**config.mk**
```make
export PLATFORM = sky130hd
export DESIGN_NAME = tccpt_timer
export DESIGN_NICKNAME = d
export VERILOG_FILES = /design/src/tccpt_pkg.sv /design/src/tccpt_channel.sv /design/src/tccpt_prescaler.sv /design/src/tccpt_timer.sv
export SDC_FILE = /design/constraint.sdc
export NUM_CORES = 1
export LEC_CHECK = 0
export BUFFER_PORTS_ARGS = -buffer_cell sky130_fd_sc_hd__buf_2
export CORE_AREA = 2 2 112 114
export DETAILED_ROUTE_END_ITERATION = 12
export DIE_AREA = 0 0 114 116
export PLACE_DENSITY = 0.75
export SETUP_SLACK_MARGIN = 0.4
export SYNTH_ARGS = -nofsm -noshare
export SYNTH_HDL_FRONTEND = slang
export SYNTH_SLANG_ARGS = --single-unit
```
**constraint.sdc**
```tcl
create_clock -name sys_clk -period 3.95 [get_ports sys_clk]
set_clock_uncertainty 0.1 [all_clocks]
set_input_delay 0.79 -clock sys_clk [delete_from_list [all_inputs] [get_ports sys_clk]]
set_output_delay 0.79 -clock sys_clk [all_outputs]
set_load 0.03 [all_outputs]
```
**src/tccpt_pkg.sv**
```systemverilog
// What this block does
// - one 16-bit up-counter, free-running or wrapping at a modulo limit
// - modulo limit comes from the single 16-bit counter_limit field
// - counter value readable any time without disturbing counting
// - two channels, each capture or compare independently
// - seven prescaled rates from bus clock, picked by three-bit select
// - active edge on capture pin copies counter into channel value
// - capture event may request interrupt when channel enable set
// - compare match sets, clears or toggles channel pin
// - compare match may request interrupt when channel enable set
// - unbuffered value write takes effect at once, no shadow
// - channel0 mode b links channels into buffered output on pin 0
// - linked: channel 0 first, then most recently written set after overflow
// - linked: only channel 0 control applies, channel 1 control ignored
// - linked: channel 1 pin released to general-purpose use
// - toggle-on-overflow inverts pin at each overflow
// - pulse width is overflow to compare match interval
// - period is modulo plus one ticks; 0x00ff gives 256 clocks
// - duty is compare over period; 0x0080 of 0x00ff is half
// - counter at limit rolls to zero next tick and sets overflow flag
// - mode pair 0:1 unbuffered compare, 1:0 buffered compare
// - edge/level pair 1:0 clears, 1:1 sets pin on compare
// - toggle-on-overflow clear gives 0 duty; with it clear, max duty bit gives 100 percent
`default_nettype none
package tccpt_pkg;
    localparam int          CNT_W       = 16;
    localparam logic [15:0] LIMIT_RESET = 16'hffff;
    localparam logic [15:0] CNT_ZERO    = 16'h0000;
    localparam logic [2:0]  PS_MAX      = 3'h6;
    localparam logic [1:0]  ELS_NONE    = 2'h0;
    localparam logic [1:0]  ELS_TOGGLE  = 2'h1;
    localparam logic [1:0]  ELS_CLEAR   = 2'h2;
    localparam logic [1:0]  ELS_SET     = 2'h3;
    localparam logic [1:0]  ELS_RISE    = 2'h1;
    localparam logic [1:0]  ELS_FALL    = 2'h2;
    localparam logic [1:0]  ELS_ANY     = 2'h3;

    typedef struct packed {
        logic       int_enable;
        logic       channel_mode_b;
        logic       channel_mode_a;
        logic       edge_level_select_b;
        logic       edge_level_select_a;
        logic       toggle_on_overflow;
        logic       channel_max_duty;
    } tccpt_chctl_t;

    typedef struct packed {
        logic        stop;
        logic        counter_reset;
        logic        ovf_int_enable;
        logic [2:0]  prescaler_select;
        logic [15:0] counter_limit;
    } tccpt_ctl_t;
endpackage : tccpt_pkg
`default_nettype wire

```
**src/tccpt_channel.sv**
```systemverilog
`default_nettype none
module tccpt_channel
    import tccpt_pkg::*;
(
    input  wire logic         sys_clk,
    input  wire logic         reset,
    input  wire tccpt_chctl_t ctl,
    input  wire logic         pin_in,
    input  wire logic [15:0]  counter,
    input  wire logic         tick,
    input  wire logic [15:0]  compare_value,
    output logic              capture,
    output logic              match
);
    logic prev_pin;
    logic rise;
    logic fall;
    logic is_capture;

    always_ff @(posedge sys_clk) begin
        if (reset) begin
            prev_pin <= 1'b0;
        end else begin
            prev_pin <= pin_in;
        end
    end

    always_comb begin
        rise       = pin_in & ~prev_pin;
        fall       = ~pin_in & prev_pin;
        is_capture = ~ctl.channel_mode_b & ~ctl.channel_mode_a;
        capture    = 1'b0;
        if (is_capture) begin
            unique case ({ctl.edge_level_select_b, ctl.edge_level_select_a})
                ELS_RISE: capture = rise;
                ELS_FALL: capture = fall;
                ELS_ANY:  capture = rise | fall;
                default:  capture = 1'b0;
            endcase
        end
        match = ~is_capture & tick & (counter == compare_value);
    end
endmodule : tccpt_channel
`default_nettype wire

```
**src/tccpt_prescaler.sv**
```systemverilog
`default_nettype none
module tccpt_prescaler
    import tccpt_pkg::*;
(
    input  wire logic       sys_clk,
    input  wire logic       reset,
    input  wire logic       clear,
    input  wire logic       run,
    input  wire logic [2:0] prescaler_select,
    output logic            tick
);
    typedef struct packed {
        logic [5:0] div;
        logic       tick;
    } tccpt_ps_state_t;

    tccpt_ps_state_t st, next_st;
    logic [2:0] sel;

    always_comb begin
        next_st = st;
        sel     = (prescaler_select > PS_MAX) ? PS_MAX : prescaler_select;
        next_st.tick = 1'b0;
        if (clear) begin
            next_st.div = '0;
        end else if (run) begin
            next_st.div = st.div + 6'h01;
            // tick on wrap of the selected divider bit range, seven rates
            next_st.tick = (st.div & ((6'h01 << sel) - 6'h01)) == ((6'h01 << sel) - 6'h01);
        end
    end

    always_ff @(posedge sys_clk) begin
        if (reset) begin
            st <= '0;
        end else begin
            st <= next_st;
        end
    end

    assign tick = st.tick;
endmodule : tccpt_prescaler
`default_nettype wire

```
**src/tccpt_timer.sv**
```systemverilog
`default_nettype none
module tccpt_timer
    import tccpt_pkg::*;
(
    input  wire logic         sys_clk,
    input  wire logic         reset,
    input  wire tccpt_ctl_t   ctl,
    input  wire tccpt_chctl_t ch0_ctl,
    input  wire tccpt_chctl_t ch1_ctl,
    input  wire logic [15:0]  ch0_wdata,
    input  wire logic         ch0_write,
    input  wire logic [15:0]  ch1_wdata,
    input  wire logic         ch1_write,
    input  wire logic         overflow_flag_clear,
    input  wire logic         ch0_flag_clear,
    input  wire logic         ch1_flag_clear,
    input  wire logic         channel0_pin_in,
    input  wire logic         channel1_pin_in,
    output logic [15:0]       counter,
    output logic [15:0]       ch0_value,
    output logic [15:0]       ch1_value,
    output logic              overflow_flag,
    output logic              ch0_flag,
    output logic              ch1_flag,
    output logic              overflow_irq,
    output logic              ch0_irq,
    output logic              ch1_irq,
    output logic              channel0_pin_out,
    output logic              channel0_pin_oe,
    output logic              channel1_pin_out,
    output logic              channel1_pin_oe,
    output logic              channel1_released
);
    typedef struct packed {
        logic [15:0] cnt;
        logic [15:0] val0;
        logic [15:0] val1;
        logic        ovf_f;
        logic        f0;
        logic        f1;
        logic        ovf_irq;
        logic        irq0;
        logic        irq1;
        logic        pin0;
        logic        pin1;
        logic        oe0;
        logic        oe1;
        logic        linked;
        logic        active1;
        logic        pend1;
        logic        pend_valid;
    } tccpt_state_t;

    tccpt_state_t st, next_st;

    logic tick;
    logic cap0, cap1, m0, m1;
    logic wrap;
    logic [15:0] cmp0;
    logic [15:0] cnt_next;
    tccpt_chctl_t eff1;

    tccpt_prescaler u_prescaler (
        .sys_clk          (sys_clk),
        .reset            (reset),
        .clear            (ctl.counter_reset),
        .run              (~ctl.stop),
        .prescaler_select (ctl.prescaler_select),
        .tick             (tick)
    );

    // linked pair: compare uses whichever value set currently owns pin 0
    assign cmp0 = (st.linked && st.active1) ? st.val1 : st.val0;
    assign eff1 = st.linked ? '0 : ch1_ctl;

    assign wrap     = tick && (st.cnt == ctl.counter_limit);
    // compare sees the count this tick lands on, so the pin moves with the
    // count and a width of v lasts exactly v ticks
    assign cnt_next = (ctl.counter_reset || wrap) ? CNT_ZERO : st.cnt + 16'h0001;

    tccpt_channel u_ch0 (
        .sys_clk       (sys_clk),
        .reset         (reset),
        .ctl           (ch0_ctl),
        .pin_in        (channel0_pin_in),
        .counter       (cnt_next),
        .tick          (tick),
        .compare_value (cmp0),
        .capture       (cap0),
        .match         (m0)
    );

    tccpt_channel u_ch1 (
        .sys_clk       (sys_clk),
        .reset         (reset),
        .ctl           (eff1),
        .pin_in        (channel1_pin_in),
        .counter       (cnt_next),
        .tick          (tick),
        .compare_value (st.val1),
        .capture       (cap1),
        .match         (m1)
    );

    always_comb begin
        next_st = st;

        // counter: plain up count, wraps at limit; read path is a copy
        if (ctl.counter_reset) begin
            next_st.cnt = CNT_ZERO;
        end else if (tick) begin
            next_st.cnt = cnt_next;
        end

        next_st.linked = ch0_ctl.channel_mode_b;

        // value registers: writes land directly, no shadow
        if (ch0_write) begin
            next_st.val0 = ch0_wdata;
        end else if (cap0) begin
            next_st.val0 = st.cnt;
        end
        if (ch1_write) begin
            next_st.val1 = ch1_wdata;
        end else if (cap1) begin
            next_st.val1 = st.cnt;
        end

        // most recent write picks the set that takes over at overflow
        if (ch0_write) begin
            next_st.pend1      = 1'b0;
            next_st.pend_valid = 1'b1;
        end
        if (ch1_write) begin
            next_st.pend1      = 1'b1;
            next_st.pend_valid = 1'b1;
        end
        if (!st.linked) begin
            next_st.active1    = 1'b0;
            next_st.pend_valid = 1'b0;
        end else if (wrap && st.pend_valid) begin
            next_st.active1    = st.pend1;
            next_st.pend_valid = ch0_write | ch1_write;
        end

        // sticky flags: set wins over clear
        next_st.ovf_f = wrap | (st.ovf_f & ~overflow_flag_clear);
        next_st.f0    = cap0 | m0 | (st.f0 & ~ch0_flag_clear);
        next_st.f1    = ((cap1 | m1) & ~st.linked) | (st.f1 & ~ch1_flag_clear);
        next_st.ovf_irq = next_st.ovf_f & ctl.ovf_int_enable;
        next_st.irq0    = next_st.f0 & ch0_ctl.int_enable;
        next_st.irq1    = next_st.f1 & eff1.int_enable;

        // channel 0 pin
        next_st.oe0  = ch0_ctl.channel_mode_b | ch0_ctl.channel_mode_a;
        next_st.pin0 = pin_action(st.pin0, ch0_ctl, m0, wrap);

        // channel 1 pin, released when linked
        // drop the drive on the same edge the link shows, not one later
        next_st.oe1  = ~ch0_ctl.channel_mode_b & ~st.linked
                       & (eff1.channel_mode_b | eff1.channel_mode_a);
        next_st.pin1 = pin_action(st.pin1, eff1, m1, wrap);
        if (st.linked) begin
            next_st.pin1 = 1'b0;
        end
    end

    function automatic logic pin_action(
        input logic         cur,
        input tccpt_chctl_t c,
        input logic         match,
        input logic         ovf
    );
        logic v;
        v = cur;
        if (c.channel_mode_b | c.channel_mode_a) begin
            // overflow toggles first, then a same-tick compare overrides
            if (ovf && c.toggle_on_overflow) begin
                v = ~v;
            end
            if (match) begin
                unique case ({c.edge_level_select_b, c.edge_level_select_a})
                    ELS_TOGGLE: v = ~cur;
                    ELS_CLEAR:  v = 1'b0;
                    ELS_SET:    v = 1'b1;
                    ELS_NONE:   v = v;
                endcase
            end
            // 100 percent duty only without toggle; clear tov alone gives 0
            if (c.channel_max_duty && !c.toggle_on_overflow) begin
                v = (c.edge_level_select_a) ? 1'b0 : 1'b1;
            end
        end
        pin_action = v;
    endfunction : pin_action

    always_ff @(posedge sys_clk) begin
        if (reset) begin
            st <= '0;
        end else begin
            st <= next_st;
        end
    end

    assign counter           = st.cnt;
    assign ch0_value         = st.val0;
    assign ch1_value         = st.val1;
    assign overflow_flag     = st.ovf_f;
    assign ch0_flag          = st.f0;
    assign ch1_flag          = st.f1;
    assign overflow_irq      = st.ovf_irq;
    assign ch0_irq           = st.irq0;
    assign ch1_irq           = st.irq1;
    assign channel0_pin_out  = st.pin0;
    assign channel0_pin_oe   = st.oe0;
    assign channel1_pin_out  = st.pin1;
    assign channel1_pin_oe   = st.oe1;
    assign channel1_released = st.linked;
endmodule : tccpt_timer
`default_nettype wire

```
## After elaboration in Yosys (flattened, before gate mapping)

Cells that the tools add are included.
Widths: inputs -> output; s select.

| cells by class | value |
|---|---|
| add/subtract/negate cells | 3 |
| multiply operators | 0 |
| div/mod/pow operators | 0 |
| magnitude comparators | 1 |
| eq/ne operators | 10 |
| shift-type cells | 1 |
| mux-type cells | 25 |
| bitwise operators | 46 |
| reduce and logical (&&, ||, !) cells | 20 |

Operators with widths:

| cell | count |
|---|---|
| $mux 16 | 6 |
| $eq 16x16->1 | 3 |
| $and 1x1->1 | 19 |
| $add 16x1->16 const B | 1 |
| $not 1->1 | 16 |
| $mux 1 | 11 |
| $or 1x1->1 | 10 |
| $eq 2x2->1 const B | 4 |
| $pmux 1 s4 | 2 |
| $logic_and 1x1->1 | 7 |
| $mux 7 | 1 |
| $add 6x1->6 const B | 1 |
| $and 6x6->6 | 1 |
| $eq 6x6->1 | 1 |
| $pmux 1 s3 | 2 |
| $reduce_bool 2->1 | 3 |
| $reduce_or 2->1 | 3 |
| $shl 1x3->6 const A | 1 |
| $sub 6x1->6 const B | 1 |
| $eq 2x1->1 const B | 2 |
| $logic_not 2->1 | 2 |
| $mux 2 | 2 |
| $gt 3x3->1 const B | 1 |
| $mux 3 | 1 |
| other kinds (4) | 5 |

| word-level totals | value |
|---|---|
| flip-flop bits (word level) | 71 |
| bits in latches | 0 |
| bits in writable memories | 0 |
| ROM bits | 0 |
| output and inout port bits | 59 |
| logic and storage cells | 127 |
| memories | 0 |

## Logic depth before layout (Yosys ltp)

| logic depth | value |
|---|---|
| depth after elaboration | 10 |
| gate-level depth with buffers | 12 |
| mapped depth without buffers | 10 |

## Modules after synthesis

From an unflattened synthesis, not the netlist that was laid out.

| second synthesis, totals | value |
|---|---|
| cell total of the unflattened synthesis | 603 |
| area total of the unflattened synthesis | 4,842.1 um^2 |

By module, submodules not included:

| module | times used | cells each | area an instance (um^2) | sequential area each (um^2) |
|---|---|---|---|---|
| tccpt_timer | 1 | 496 | 3,962.6 | 1,241.2 |
| tccpt_channel | 2 | 34 | 272.8 | 20.0 |
| tccpt_prescaler | 1 | 39 | 334.1 | 140.1 |

## Worst setup path before layout

OpenSTA, ideal clock, no wires.

| timing path | value |
|---|---|
| path type | input -> register |
| from | in ctl[8] (netlist name) |
| to | reg st (netlist bit channel1_pin_out) |
| setup time | 0.092 ns |
| arrival time | 3.290 ns |
| required time | 3.758 ns |
| path slack | 0.468 ns |
| cell stages on the path | 9 |
| path through | xor2_1 -> or4_4 -> or4_4 -> o221a_1 -> o32ai_2 -> o2111ai_1 -> nor4_2 -> mux2_1 -> nor4_1 |

| between the ends | value |
|---|---|
| word-level cells in the longest chain between the ends | 8 |

Ends and longest elaborated chain:

| what | line | text |
|---|---|---|
| start: declaration | tccpt_timer.sv:7 | `input wire tccpt_ctl_t ctl,` |
| $eq 16x16->1 (*) | tccpt_timer.sv:76 | `assign wrap = tick && (st.cnt == ctl.counter_limit);` |
| $logic_and 1x1->1 (*) | tccpt_timer.sv:76 |  |
| $logic_or 1x1->1 | tccpt_timer.sv:79 | `assign cnt_next = (ctl.counter_reset \|\| wrap) ? CNT_ZERO : st.cnt + 16'h0001;` |
| $mux 16 | tccpt_timer.sv:79 |  |
| $eq 16x16->1 | tccpt_channel.sv:41 | `match = ~is_capture & tick & (counter == compare_value);` |
| $and 1x1->1 | tccpt_channel.sv:41 |  |
| $mux 1 (*) | tccpt_timer.sv:181 | `if (match) begin` |
| $mux 1 (*) | tccpt_timer.sv:190 | `if (c.channel_max_duty && !c.toggle_on_overflow) begin` |
| end signal: assignment | tccpt_timer.sv:201 | `st <= next_st;` |
| end: declaration | tccpt_timer.sv:54 | `tccpt_state_t st, next_st;` |

Every way passes the cells marked *; elsewhere a longest branch is shown, timed or not.
A chain may end at the register's enable or synchronous reset.

## Worst setup path in the final report

| timing path | value |
|---|---|
| from | reg st (netlist bit counter[2]) |
| to | reg st (netlist bit channel0_pin_out) |

| between the ends | value |
|---|---|
| word-level cells in the longest chain between the ends | 8 |

Ends and longest elaborated chain:

| what | line |
|---|---|
| branches (longest 6 deep; another with $add 16x1->16) | - |
| $mux 1 (*) | tccpt_timer.sv:181 |
| $mux 1 (*) | tccpt_timer.sv:190 |

Every way passes the cells marked *.

==> reports/metrics.cfg <==
[final_layout]
fin_nets=840
diodes=0
area_delta_synth_final_pct=18.05
multi_input_area_mm2=0.003294
regArea_mm2=0.001423
layout-drive-gt1-share=0.2808
fillers=1147
fin_area_mm2=0.006218

[yosys]
syn_avg_cell_area_um2=7.921
synthArstFlopShare=0
syn-cell-area_mm2=0.005268
yosysSeqAreaShare=0.2698
synth_most_common_cell=nor2_1
ys_warn_count=0
yosysUniqueCellTypes=70
ys_seq_elements=71
synthTopCellsByCount=nor2_1 (106), dfxtp_1 (71), a21oi_1 (57), mux2i_1 (50), buf_4 (48)
syn_nets=748
synthTopCellsByArea=dfxtp_1 (27%), mux2i_1 (9.5%), nor2_1 (7.6%)
synth_edf_count=0
synth_flop_cell=dfxtp_1
yosys.area.top_type=dfxtp_1
synth_top_area_share=0.2698
syn_inst=665

[die]
rows=40
io_pins=136
core-area_mm2=0.01191
start_util=0.4422
dieArea_mm2=0.01322
die_h_um=116
die_w_um=114

[routing]
ant_nets=0
route.vias.total=5257
first_iter_violations=539
drc=0
post_drt_wl_per_cell_um=19.10
viasPerCell=5.783
drt_pass1_iterations=5
drt_wl_total_mm=17.36

[worst_setup_path]
cp_top_family=simple AND/OR/NAND/NOR gates
crit_chain=nand4_1 > or4_1 > and2_1 > a22o_1 > a2111o_1 > nor4_4 > nand3_1 > a2bb2oi_1 > o31ai_2
cp-start-kind=flip-flop
endpoint_kind=flip-flop
path_max_fanout=8
path_buf_inv=0
crit_type=flip-flop to flip-flop
critPathMaxStageDelay_ns=0.54
crit_slowest_cell=or4_1
worstPathArrival_ns=3.58
required_ns=4.11

[worst_hold_path]
min-delay-path-class=flip-flop to flip-flop

[grt]
grt_pass1_wl_mm=26.17
grt_pass1_vias=4778
grt_antenna_before_repair=0
grt_max_degree=45
grt_overflow=0
grt.total_usage=0.2593

[timing]
finalSetupTns_ns=0
layout_min_cycle_time_ns=3.422
grt_setup_unrepaired=false
timing.slew.headroom=0.4879
timing.fmax_mhz=292.2
timing.final.crit_share=0.8664
final-setup-viol-count=0
hold_violations=0
tightest_slew_ns=0.7626
slew_violations=0

[run_status]
outcome=completed

[pwr]
intPower_mw=1.375
sw_frac_of_total=0.2764
power_frac_comb=0.162
pwr-share-seq=0.411
p_per_area_mw_per_mm2=305.7
power.share.clock=0.427
switchingPower_mw=0.5254
vdd_drop_max_uv=153.8
p_leak_nw=2.710

[clock_tree]
cts_tree=built
clk_path_buf_depth=2
cts_htree_levels=3
clk_latency_ns=0.34
path_clk_slew_ns=0.06
numClockSinks=71
cts_buffers=9
clockRootBuffer=clkbuf_16

[place]
port-buffer-count=135
placed_cell_area_mm2=0.005859
hpwl_mm=13.02
gp_congestion=1.029

[job]
cap_viol_max_count=0

-- sequential cells by signal, summed over array words and instances (netlist names), 3 cells and up --
signal          cells
ch0_value          16
st                  3
ch1_value          16
counter            16
u_prescaler.st      6
-- cell families after synthesis --
| kind of cell | synth area share |
|---|---|
| XOR/XNOR | 0.07981 |
| flip-flops | 0.2698 |
| adder cells (fa/ha/maj) | 0.01425 |
| buffers and inverters | 0.1164 |
| AND/OR/NAND/NOR | 0.2328 |
| multiplexers | 0.1078 |
| AO/OA/AOI/OAI | 0.1791 |
-- path summary, 6_finish.rpt --
| kind | start | end | slack (ns) | cells after the start |
|---|---|---|---|---|
| max | counter[2]$_SDFFE_PP0P_ | channel0_pin_out$_SDFFE_PP0N_ | 0.53 | 9 |
| min | st[1]$_SDFFE_PP0P_ | st[2]$_SDFFE_PP0P_ | 0.39 | 2 |
| max reg2reg | counter[2]$_SDFFE_PP0P_ | channel0_pin_out$_SDFFE_PP0N_ | 0.53 | 9 |
| min reg2reg | st[1]$_SDFFE_PP0P_ | st[2]$_SDFFE_PP0P_ | 0.39 | 2 |
-- cell type report --
type,count,share of cell area
Sequential cell,71,0.2288
Tap cell,147,0.02958
Clock inverter,3,0.006841
Timing Repair Buffer,171,0.1521
Clock buffer,13,0.04024
Multi-Input combinational cell,483,0.5298
Inverter,21,0.01268
-- tightest hold or removal path: stages, from the launching register on --
cell,delay (ns)
dfxtp_1,0.31
nand3_1,0.08
a21oi_1,0.06
-- power groups by stage --
| stage | sequential [mW] | clock, mW | combinational [mW] |
|---|---|---|---|
| 2_1_floorplan | 0.789 | 0 | 0.218 |
| 5_1_grt | 0.783 | 0.850 | 0.337 |
| 6_report | 0.781 | 0.811 | 0.309 |
| 4_1_cts | 0.779 | 0.816 | 0.307 |
| 3_5_place_dp | 0.794 | 0 | 0.305 |
| 3_3_place_gp | 0.794 | 0 | 0.302 |
-- layer usage --
layer,vias up,track usage,part of all wire,wire (um)
li1,2512,-,-,-
met1,2416,0.3544,0.44,7606
met5,-,0,0,0
met2,282,0.3905,0.43,7463
met3,47,0.05753,0.088,1533
met4,0,0.1203,0.044,760
-- per-stage QoR --
| step | total power [mW] | hold slack [ns] | setup WS, ns | utilization | instances |
|---|---|---|---|---|---|
| final | 1.901 | 0.3938 | 0.5277 | 0.5221 | 909 |
| after global routing | 1.970 | 0.4223 | 0.3985 | 0.5221 | 909 |
| after CTS | 1.901 | 0.3922 | 0.4206 | 0.5165 | 907 |
| after detailed placement | 1.099 | 0.3795 | 0.09200 | 0.4919 | 891 |
| after global placement | 1.096 | 0.3711 | 0.1811 | 0.4919 | 891 |
| after floorplan | 1.007 | 0.3572 | 0.4682 | - | 665 |
-- cells in the final DEF, fill, tap and decap left out, types with 6 or more instances in the layout --
cell,Yosys,routed
buf_2,13,135
nor2_1,106,106
dfxtp_1,71,70
a21oi_1,57,57
mux2i_1,50,50
buf_4,48,36
nand2_1,26,26
inv_1,21,21
nand3_1,19,19
xnor2_1,18,18
o21ai_0,17,17
xor2_1,17,16
nor3_1,14,12
nand2b_1,10,10
a211oi_1,9,9
clkbuf_16,0,9
nand4_1,8,8
nor2b_1,7,7
nor4_1,9,6
and2_1,6,6
ha_1,6,6
-- timing repair --
action	CTS	global route
endpoints found under the setup margin	0	4
buffers inserted	0	2
hold buffers	0	0
resized for setup	0	9
hold endpoints to repair	0	0
Note: power is estimated with default switching activity, not from simulation.
